File: config.mk
export PLATFORM = sky130hd
export DESIGN_NAME = hwd_hardware_watchdog
export DESIGN_NICKNAME = d
export VERILOG_FILES = /design/src/logic/hwd_pkg.sv /design/src/logic/hwd_hardware_watchdog.sv
export SDC_FILE = /design/constraint.sdc
export NUM_CORES = 1
export LEC_CHECK = 0
export ABC_AREA = 1
export BUFFER_PORTS_ARGS = -buffer_cell sky130_fd_sc_hd__buf_4
export CORE_MARGIN = 2
export CORE_UTILIZATION = 64
export DETAILED_ROUTE_END_ITERATION = 8
export PLACE_DENSITY = 0.94
export SYNTH_ARGS = -nofsm -noshare
export SYNTH_HDL_FRONTEND = slang
export SYNTH_SLANG_ARGS = --single-unit
File: constraint.sdc
create_clock -name mclk -period 8.75 [get_ports mclk]
set_clock_uncertainty 0.05 [all_clocks]
set_input_delay 1.75 -clock mclk [delete_from_list [all_inputs] [get_ports mclk]]
set_output_delay 1.75 -clock mclk [all_outputs]
set_load 0.01 [all_outputs]
File: src/logic/hwd_pkg.sv
// Purpose: Constants and types shared by the hardware watchdog block
// Assumes: APB slave with 32-bit data, one aligned word per register
// Notes:   Offsets are byte addresses on the peripheral bus

package hwd_pkg;

    ////////////////////////////////////////////////////////////////////////////////
    // Register offsets
    localparam int          HWD_ADDR_W               = 12;
    localparam logic [11:0] HWD_OFS_LOAD             = 12'h000;
    localparam logic [11:0] HWD_OFS_COUNT_VALUE      = 12'h004;
    localparam logic [11:0] HWD_OFS_CONTROL          = 12'h008;
    localparam logic [11:0] HWD_OFS_CLEAR            = 12'h00C;
    localparam logic [11:0] HWD_OFS_IRQ_STATUS       = 12'h010;
    localparam logic [11:0] HWD_OFS_KEY              = 12'h014;

    ////////////////////////////////////////////////////////////////////////////////
    // Keys, reset values, field positions
    localparam logic [31:0] HWD_KEY_FIRST            = 32'h1ACC_E551;
    localparam logic [31:0] HWD_KEY_SECOND           = 32'hE533_1AAE;
    localparam logic [31:0] HWD_LOAD_RESET           = 32'h0000_FFFF;
    localparam int          HWD_CLEAR_W              = 8;
    localparam int          HWD_CTRL_IRQ_EN_BIT      = 0;
    localparam int          HWD_CTRL_RST_EN_BIT      = 1;
    localparam logic        HWD_CTRL_IRQ_EN_RESET    = 1'b1;
    localparam logic        HWD_CTRL_RST_EN_RESET    = 1'b1;
    localparam int          HWD_KEY_LOCKED_BIT       = 0;
    localparam int          HWD_KEY_CTRL_OPEN_BIT    = 1;
    localparam int          HWD_SYNC_STAGES          = 3;
    localparam int          HWD_RST_STAGES           = 2;

    ////////////////////////////////////////////////////////////////////////////////
    // Types
    typedef enum logic [1:0] {
        HWD_LOCKED,
        HWD_OPEN_MOST,
        HWD_OPEN_ALL
    } hwd_lock_t;

    typedef struct packed {
        logic rst_en;
        logic irq_and_count_enable;
    } hwd_ctrl_t;

    localparam hwd_ctrl_t   HWD_CTRL_RESET = '{rst_en:               HWD_CTRL_RST_EN_RESET,
                                               irq_and_count_enable: HWD_CTRL_IRQ_EN_RESET};

endpackage

File: src/logic/hwd_hardware_watchdog.sv
// Purpose: Hardware watchdog: 32-bit down counter, two-key lock, byte+inverse clear
// Assumes: Low-speed oscillator arrives as a pin far slower than mclk
// Notes:   Counts on sampled oscillator edges; stop mode simply stalls those edges
//
// The register addresses and register access over APB were chosen for this implementation.

`timescale 1ns/10ps

module hwd_hardware_watchdog
    import hwd_pkg::*;
#(
    parameter int ADDR_W = HWD_ADDR_W
)
(
    input  wire logic              mclk,
    input  wire logic              rst_b,
    input  wire logic              psel,
    input  wire logic              penable,
    input  wire logic              pwrite,
    input  wire logic [ADDR_W-1:0] paddr,
    input  wire logic [31:0]       pwdata,
    output      logic [31:0]       prdata,
    output      logic              pready,
    output      logic              pslverr,
    input  wire logic              low_speed_rc_clock,
    input  wire logic              debug_break,
    output      logic              wdt_irq,
    output      logic              wdt_reset_req
);

    ////////////////////////////////////////////////////////////////////////////////
    // Reset release
    logic [HWD_RST_STAGES-1:0] rst_sync;
    logic                      rst_int_b;

    always_ff @(posedge mclk or negedge rst_b)
    begin
        if (!rst_b)
            rst_sync <= '0;
        else
            rst_sync <= {rst_sync[HWD_RST_STAGES-2:0], 1'b1};
    end

    assign rst_int_b = rst_sync[HWD_RST_STAGES-1];

    ////////////////////////////////////////////////////////////////////////////////
    // Pin synchronisers with agreement filter
    localparam int PINS = 2;

    logic [PINS-1:0] pin_raw;
    logic [PINS-1:0] pin_level;
    logic [PINS-1:0] pin_rise;
    logic            brk_level;
    logic            osc_tick;

    // Bit 0 oscillator, bit 1 debug break
    assign pin_raw = {debug_break, low_speed_rc_clock};

    generate
        for (genvar i = 0; i < PINS; i++)
        begin : g_pin
            logic [HWD_SYNC_STAGES-1:0] stages;
            logic                       level;
            logic                       agree;

            // Change counts once second and third stage agree
            assign agree = stages[1] == stages[2];

            always_ff @(posedge mclk or negedge rst_int_b)
            begin
                if (!rst_int_b)
                begin
                    stages <= '0;
                    level  <= 1'b0;
                end
                else
                begin
                    stages <= {stages[1:0], pin_raw[i]};
                    if (agree)
                        level <= stages[2];
                end
            end

            assign pin_level[i] = level;
            assign pin_rise[i]  = agree & stages[2] & ~level;
        end
    endgenerate

    assign brk_level = pin_level[1];
    assign osc_tick  = pin_rise[0];

    ////////////////////////////////////////////////////////////////////////////////
    // APB decode
    function automatic logic addr_is(input logic [ADDR_W-1:0] a, input logic [11:0] ofs);
        addr_is = a == ADDR_W'(ofs);
    endfunction

    hwd_lock_t   lock;
    hwd_lock_t   next_lock;
    hwd_ctrl_t   ctrl;
    logic [31:0] load;
    logic [31:0] count;
    logic        irq_flag;
    logic [HWD_CLEAR_W-1:0] clr_byte;
    logic        clr_pending;

    logic        sel_load;
    logic        sel_count;
    logic        sel_ctrl;
    logic        sel_clear;
    logic        sel_status;
    logic        sel_key;
    logic        mapped;
    logic        setup;
    logic        wr_access;
    logic        unlocked;
    logic        acc_load;
    logic        acc_ctrl;
    logic        acc_clear;
    logic        acc_key;
    logic        key_first;
    logic        key_second;
    logic        wr_load;
    logic        wr_ctrl;
    logic        wr_clear;
    logic        clear_end;
    logic        clear_ok;

    // Address match, one register each
    assign sel_load   = addr_is(paddr, HWD_OFS_LOAD);
    assign sel_count  = addr_is(paddr, HWD_OFS_COUNT_VALUE);
    assign sel_ctrl   = addr_is(paddr, HWD_OFS_CONTROL);
    assign sel_clear  = addr_is(paddr, HWD_OFS_CLEAR);
    assign sel_status = addr_is(paddr, HWD_OFS_IRQ_STATUS);
    assign sel_key    = addr_is(paddr, HWD_OFS_KEY);
    assign mapped     = sel_load | sel_count | sel_ctrl | sel_clear | sel_status | sel_key;

    // Bus phases
    assign setup      = psel & ~penable;
    assign wr_access  = psel & penable & pwrite & mapped;
    assign unlocked   = lock != HWD_LOCKED;

    // Write strobes, before the lock is applied
    assign acc_load   = wr_access & sel_load;
    assign acc_ctrl   = wr_access & sel_ctrl;
    assign acc_clear  = wr_access & sel_clear;
    assign acc_key    = wr_access & sel_key;

    // Key compare
    assign key_first  = pwdata == HWD_KEY_FIRST;
    assign key_second = pwdata == HWD_KEY_SECOND;

    // Write strobes that pass the lock
    assign wr_load    = acc_load & unlocked;
    assign wr_ctrl    = acc_ctrl & (lock == HWD_OPEN_ALL);
    assign wr_clear   = acc_clear & unlocked;
    assign clear_end  = wr_clear & clr_pending;
    assign clear_ok   = clear_end &
                        (pwdata[HWD_CLEAR_W-1:0] == ~clr_byte);

    ////////////////////////////////////////////////////////////////////////////////
    // Lock sequencer
    always_comb
    begin
        next_lock = lock;
        case (lock)
            HWD_LOCKED:
            begin
                if (acc_key && key_first)
                    next_lock = HWD_OPEN_MOST;
            end
            HWD_OPEN_MOST:
            begin
                if (acc_key)
                    next_lock = key_second ? HWD_OPEN_ALL :
                                key_first  ? HWD_OPEN_MOST :
                                             HWD_LOCKED;
                else if (acc_load || acc_ctrl || clear_end)
                    next_lock = HWD_LOCKED;
            end
            HWD_OPEN_ALL:
            begin
                if (acc_key && !key_second)
                    next_lock = key_first ? HWD_OPEN_MOST : HWD_LOCKED;
                else if (acc_load || clear_end)
                    next_lock = HWD_LOCKED;
            end
            default:
                next_lock = HWD_LOCKED;
        endcase
    end

    ////////////////////////////////////////////////////////////////////////////////
    // Counter and underflow
    logic        run;
    logic        new_en;
    logic        en_rise;
    logic        en_fall;
    logic        tick;
    logic        underflow;
    logic        fire;

    // Debug break stalls counting so count reads are exact
    assign run       = ctrl.irq_and_count_enable & ~brk_level;
    assign new_en    = pwdata[HWD_CTRL_IRQ_EN_BIT];
    assign en_rise   = wr_ctrl & new_en & ~ctrl.irq_and_count_enable;
    assign en_fall   = wr_ctrl & ~new_en;
    assign tick      = run & osc_tick;

    // A reload in the same cycle hides the underflow
    assign underflow = tick & (count == 32'h0000_0000) & ~clear_ok & ~wr_load & ~en_rise;
    assign fire      = underflow & irq_flag & ctrl.rst_en;
    logic [31:0] next_count;
    logic        next_flag;

    always_comb
    begin
        if (clear_ok || en_rise)
            next_count = load;
        else if (wr_load)
            next_count = pwdata;
        else if (underflow)
            next_count = load;
        else if (tick)
            next_count = count - 32'h0000_0001;
        else
            next_count = count;
    end

    // Set wins over clear
    assign next_flag = underflow | (irq_flag & ~clear_ok & ~en_fall);

    always_ff @(posedge mclk or negedge rst_int_b)
    begin
        if (!rst_int_b)
        begin
            lock          <= HWD_LOCKED;
            ctrl          <= HWD_CTRL_RESET;
            load          <= HWD_LOAD_RESET;
            count         <= HWD_LOAD_RESET;
            irq_flag      <= 1'b0;
            clr_pending   <= 1'b0;
            clr_byte      <= '0;
            wdt_reset_req <= 1'b0;
        end
        else if (fire)
        begin
            lock          <= HWD_LOCKED;
            ctrl          <= HWD_CTRL_RESET;
            load          <= HWD_LOAD_RESET;
            count         <= HWD_LOAD_RESET;
            irq_flag      <= 1'b0;
            clr_pending   <= 1'b0;
            clr_byte      <= '0;
            wdt_reset_req <= 1'b1;
        end
        else
        begin
            lock          <= next_lock;
            count         <= next_count;
            irq_flag      <= next_flag;
            wdt_reset_req <= 1'b0;
            if (wr_load)
                load <= pwdata;
            if (wr_ctrl)
            begin
                ctrl.irq_and_count_enable <= new_en;
                ctrl.rst_en               <= pwdata[HWD_CTRL_RST_EN_BIT];
            end
            if (next_lock == HWD_LOCKED || clear_end)
                clr_pending <= 1'b0;
            else if (wr_clear)
            begin
                clr_pending <= 1'b1;
                clr_byte    <= pwdata[HWD_CLEAR_W-1:0];
            end
        end
    end

    assign wdt_irq = irq_flag;

    ////////////////////////////////////////////////////////////////////////////////
    // APB read path, one wait-free access phase
    function automatic logic [31:0] flag_at(input int pos, input logic val);
        flag_at      = 32'h0000_0000;
        flag_at[pos] = val;
    endfunction

    logic [31:0] rd_mux;
    logic [31:0] word_ctrl;
    logic [31:0] word_status;
    logic [31:0] word_key;

    assign word_ctrl   = flag_at(HWD_CTRL_IRQ_EN_BIT, ctrl.irq_and_count_enable) |
                         flag_at(HWD_CTRL_RST_EN_BIT, ctrl.rst_en);
    assign word_status = flag_at(0, irq_flag);
    assign word_key    = flag_at(HWD_KEY_LOCKED_BIT, lock == HWD_LOCKED) |
                         flag_at(HWD_KEY_CTRL_OPEN_BIT, lock == HWD_OPEN_ALL);

    // Count is read straight from the counter, not resynchronised
    assign rd_mux = sel_load   ? load        :
                    sel_count  ? count       :
                    sel_ctrl   ? word_ctrl   :
                    sel_status ? word_status :
                    sel_key    ? word_key    :
                                 32'h0000_0000;

    always_ff @(posedge mclk or negedge rst_int_b)
    begin
        if (!rst_int_b)
        begin
            prdata  <= '0;
            pslverr <= 1'b0;
        end
        else if (setup)
        begin
            prdata  <= pwrite ? 32'h0000_0000 : rd_mux;
            pslverr <= ~mapped;
        end
    end

    assign pready = psel & penable;

endmodule

# Yosys cells after proc, flatten, opt, wreduce, memory -nomap -nowiden
# Index checks and enable logic that the tools add are counted.
# word_totals
ff_bits	122
input_bits	51
out_inout_bits	36
word_cells	128
# op_classes
add_sub_neg	1
eq_ne	13
muxes	32
n_bitwise	47
n_reduce_logical	19
# ops
op	n
32-bit 2-to-1 mux	10
32-bit by 29-bit equality test with 1-bit output, second input constant	1
32-bit equality test, second input constant	1
32-bit zero test	1
32-bit by 1-bit subtractor with 32-bit output, second input constant	1
1-bit bitwise AND	28
12-bit by 4-bit equality test with 1-bit output, second input constant	2
12-bit by 5-bit equality test with 1-bit output, second input constant	2
2-bit 2-to-1 mux	12
8-bit 2-to-1 mux	3
12-bit by 3-bit equality test with 1-bit output, second input constant	1
12-bit zero test	1
1-bit NOT	10
8-bit equality test	1
8-bit NOT	1
2-bit nonzero test	4
1-bit 2-to-1 mux	6
1-bit OR	6
2-bit one-hot mux with 3 select lines	1
1-bit logical OR	5
5-bit nonzero test	1
2-bit zero test	2
1-bit by 2-bit OR with 2-bit output	2
3-bit nonzero test	1
7 further kinds	9

# Depth between registers and ports, before layout
# logic_depth
depth_word	19
mapped_depth	16

# Least setup slack after synthesis
# OpenSTA, ideal clock, no wires.
# synth_path
kind	input to output
startpoint	input port psel
endpoint	output port pready
arrival_time_ps	1881
required_ps	6950
slack_ps	5069
path_stages	2
cell_sequence	nand2_1 -> inv_2
# synth_between
elab_chain_cells	1
# synth_rtl
item	line_no	text
from (decl)	hwd_hardware_watchdog.sv:17	input wire logic psel,
1-bit bitwise AND	hwd_hardware_watchdog.sv:322	assign pready = psel & penable;
to (decl)	hwd_hardware_watchdog.sv:23	output logic pready,
# No other way between the ends.

# Worst setup path after layout
# layout_path
startpoint	input port penable
endpoint	register count[16]
# layout_between
elab_chain_cells	15
word_cells_on_any_way	27
cone_classes	4 x mux; 21 x bitwise; 2 x reduce/logical
# layout_rtl
item	line_no	text
from (decl)	hwd_hardware_watchdog.sv:18	input wire logic penable,
1-bit bitwise AND (*) (3 in a row)	hwd_hardware_watchdog.sv:140	assign wr_access = psel & penable & pwrite & mapped;
1-bit bitwise AND	hwd_hardware_watchdog.sv:146	assign acc_clear = wr_access & sel_clear;
1-bit bitwise AND	hwd_hardware_watchdog.sv:156	assign wr_clear = acc_clear & unlocked;
1-bit bitwise AND	hwd_hardware_watchdog.sv:157	assign clear_end = wr_clear & clr_pending;
1-bit bitwise AND	hwd_hardware_watchdog.sv:158	assign clear_ok = clear_end &
1-bit NOT	hwd_hardware_watchdog.sv:211	assign underflow = tick & (count == 32'h0000_0000) & ~clear_ok & ~wr_load & ~en_rise;
1-bit bitwise AND (3 in a row)	hwd_hardware_watchdog.sv:211	
32-bit 2-to-1 mux	hwd_hardware_watchdog.sv:222	else if (underflow)
32-bit 2-to-1 mux	hwd_hardware_watchdog.sv:220	else if (wr_load)
32-bit 2-to-1 mux	hwd_hardware_watchdog.sv:218	if (clear_ok || en_rise)
32-bit 2-to-1 mux	hwd_hardware_watchdog.sv:246	else if (fire)
to (signal assigned)	hwd_hardware_watchdog.sv:260	count <= next_count;
to (decl)	hwd_hardware_watchdog.sv:102	logic [31:0] count;
# Mark *: on every way between the ends. The rest lies on a longest branch, timed or not.
# A chain may end at the register's enable or synchronous reset.

==> impl_metrics.yaml <==
outcome:
  status: "completed"
power:
  p_sw_w: 0.000289
  power_w: 0.00132
  p_seq_frac: 0.433
  vdd_drop_max_mv: 0.139
  leakage_nw: 4.53
  p_sw_frac: 0.218
  p_per_area_nw_per_um2: 146
  p_int_w: 0.00104
  clock_power_share: 0.523
  p_comb_frac: 0.044
routing:
  dr.pass1.iters: 9
  route.met3.wl_mm: 3.07
  viasPerCell: 6.03
  num_vias: 8214
  top_layer: "met4"
  finalWirelength_mm: 23.2
  drc: 0
  wl_met1_mm: 9.49
  dr_wl_met2_mm: 10.1
  avgRoutedWirePerCell_um: 17.0
  drt_iter0_markers: 1205
  antenna_left: 0
grt:
  grt_max_degree: 87
  grt.total_usage: 0.361
  grt_overflow_total: 0
  grt_pass1_vias: 7284
  antenna_found_initial: 0
  grt_first_pass_wirelength_mm: 37.0
synth:
  synth_warnings: 0
  synth.area.top_cells: "dfrtp_1, nand2_1, dfstp_2, nor2_1, o21ai_0"
  synth_fp_nets: 1199
  synth_flop_cell: "dfrtp_1"
  synth_area_leader_cell: "dfrtp_1"
  yosysSeqAreaShare: 0.391
  synth_seq_cells: 122
  synthCells: 1146
  netlist_area_um2: 7910
  async_flop_share: 1.00
  ys_top_cells_by_count: "nand2_1, nor2_1, inv_1"
  synth.avg_cell_area_um2: 6.90
  synth-edff-count: 0
  yosysTopAreaCellShare: 0.278
  synth_cell_types: 43
  synth.most_common_cell: "nand2_1"
critical_path:
  r2r-start: "lock[0]$_DFF_PN0_"
  critical_path_depth: 14
  cp_slowest_cell: "nand3_2"
  ff2ff_setup_slack_ps: 5290
  crit_path_end_kind: "flop"
  crit_start: "penable"
  criticalPathCategory: "in2reg"
  rr_worst_depth: 9
  reg2reg_to: "count[16]$_DFFE_PN0P_"
  endpoint: "count[16]$_DFFE_PN0P_"
  cpPeakStageDelay_ps: 740
  cp_max_fo: 86
  worst_ep_required_time_ps: 8990
  cp-start-kind: "input pin"
  cp_top_family: "simple AND/OR/NAND/NOR gates"
  cp.arrival_ps: 5040
  crit_chain: "buf_4 > nand2_1 > inv_2 > nand2_4 > clkinv_2 > nand3_2 > nor2_4 > buf_4 > inv_4 > nand3_2 > nand2_2 > inv_1 > nand2_1 > o21ai_1"
  crit_buf_inv: 6
placed_design:
  gp_congestion: 0.983
  numPortBuffers: 86
  dpl.cell_count: 1332
  place_hpwl_mm: 16.6
cts:
  numClockSinks: 122
  postCtsResizedCells: 0
  cts_htree_levels: 4
  cts_tree: "done"
  cts_buffer_depth: 2
  cts_buffers: 17
  clk_pin_slew_ps: 60
  root_buffer: "clkbuf_16"
  worstSkewPairLatency_ps: 430
  post-cts-setup-buffers: 0
  postCtsHoldBufs: 0
job:
  drv_cap: 0
timing:
  relSlewSlack: 0.289
  rsz0062_at_grt: "false"
  fin_crit_sh: 0.549
  finalHoldViolations: 0
  max_freq_mhz: 208
  tns_ps: 0
  finalSetupViolations: 0
  tightest_slew_ps: 1060
  hold-worst-slack_ps: 259
  period_minus_slack_ps: 4800
  slew_viol_final: 0
die:
  num_rows: 40
  core_um2: 12000
  die_h_um: 115
  ios: 87
  die_w_um: 115
  start_util: 0.658
  die_area_um2: 13300
layout:
  fillCellCount: 906
  drive_gt1_frac: 0.170
  final_cells: 1363
  n_antenna_cell: 0
  multi_input_area_um2: 4060
  seq_area_um2: 3100
  num-nets-final: 1257
  syn2layout_area_growth_pct: 14.6
min_path:
  hold_path.class: "reg2async"
[cells by family (layout without fill, tap and decap cells)]
group,count (synthesis),count (layout),synth area share
compound gates,180,180,0.124
other cells,1,1,0.000474
mux,1,1,0.00142
fa+ha+maj,3,3,0.00443
simple gates,636,636,0.351
buf+inv,175,245,0.0954
flops,122,122,0.391
xor+xnor,28,28,0.0310
[worst min path at each step]
| stage | depth (start not counted) | to | slack [ps] | from |
|---|---|---|---|---|
| 4_1_cts | 0 | g_pin[1].stages[2]$_DFF_PN0_ | 280 | rst_sync[1]$_DFF_PN0_ |
| 3_3_place_gp | 0 | g_pin[1].stages[2]$_DFF_PN0_ | 270 | rst_sync[1]$_DFF_PN0_ |
| 3_5_place_dp | 0 | g_pin[1].stages[2]$_DFF_PN0_ | 270 | rst_sync[1]$_DFF_PN0_ |
| 2_1_floorplan | 0 | g_pin[0].stages[1]$_DFF_PN0_ | 280 | g_pin[0].stages[0]$_DFF_PN0_ |
| 6_report | 0 | g_pin[1].stages[2]$_DFF_PN0_ | 260 | rst_sync[1]$_DFF_PN0_ |
| 5_1_grt | 0 | g_pin[0].stages[1]$_DFF_PN0_ | 310 | g_pin[0].stages[0]$_DFF_PN0_ |
[power by group through the flow]
| stage | registers, W | logic (W) | clock network (W) |
|---|---|---|---|
| after global placement | 0.000583 | 0.0000550 | 0 |
| after detailed placement | 0.000583 | 0.0000567 | 0 |
| after floorplan | 0.000587 | 0.0000202 | 0 |
| final | 0.000574 | 0.0000578 | 0.000693 |
| after global routing | 0.000574 | 0.0000639 | 0.000718 |
| after CTS | 0.000574 | 0.0000572 | 0.000691 |
[layout make-up]
type,count,area share
clock buffer,23,0.0538
timing repair buffer,89,0.0737
sequential,122,0.342
inverter,125,0.0522
multi-input combinational,849,0.448
clock inverter,8,0.0104
tap,147,0.0203
[placed cells by master, fill, tap and decap left out, types with 10 or more instances in the layout]
master     instances
inv_1            103
nor2_1           191
nor3_1            18
o21ai_0           80
nand4_1           45
nand2_1          296
a21oi_1           44
o211ai_1          17
nand3_1           49
o22ai_1           10
clkbuf_16         17
dfstp_2           34
o21ai_1           20
buf_4             89
inv_2             19
dfrtp_1           87
xor2_1            23
[layer usage]
layer | up-vias | GRT usage
met5 | - | 0
met4 | 0 | 0.108
met3 | 66 | 0.105
met2 | 547 | 0.530
met1 | 3771 | 0.520
li1 | 3830 | -
[flip-flops by register name (all words and copies together), names as in the netlist, 2 cells and up]
| name | flops |
|---|---|
| rst_sync | 2 |
| load | 32 |
| clr_byte | 8 |
| lock | 2 |
| ctrl | 2 |
| count | 32 |
| g_pin.stages | 6 |
| prdata | 32 |
[through the flow]
stage | setup WS [ps] | utilization | area, µm²
4_1_cts | 4070 | 0.755 | 9060
3_3_place_gp | 3730 | 0.706 | 8480
5_1_grt | 3700 | 0.755 | 9060
3_5_place_dp | 3660 | 0.706 | 8480
6_report | 3950 | 0.755 | 9060
2_1_floorplan | 5070 | - | 7910
No activity file was read; power rests on OpenSTA's default activity.
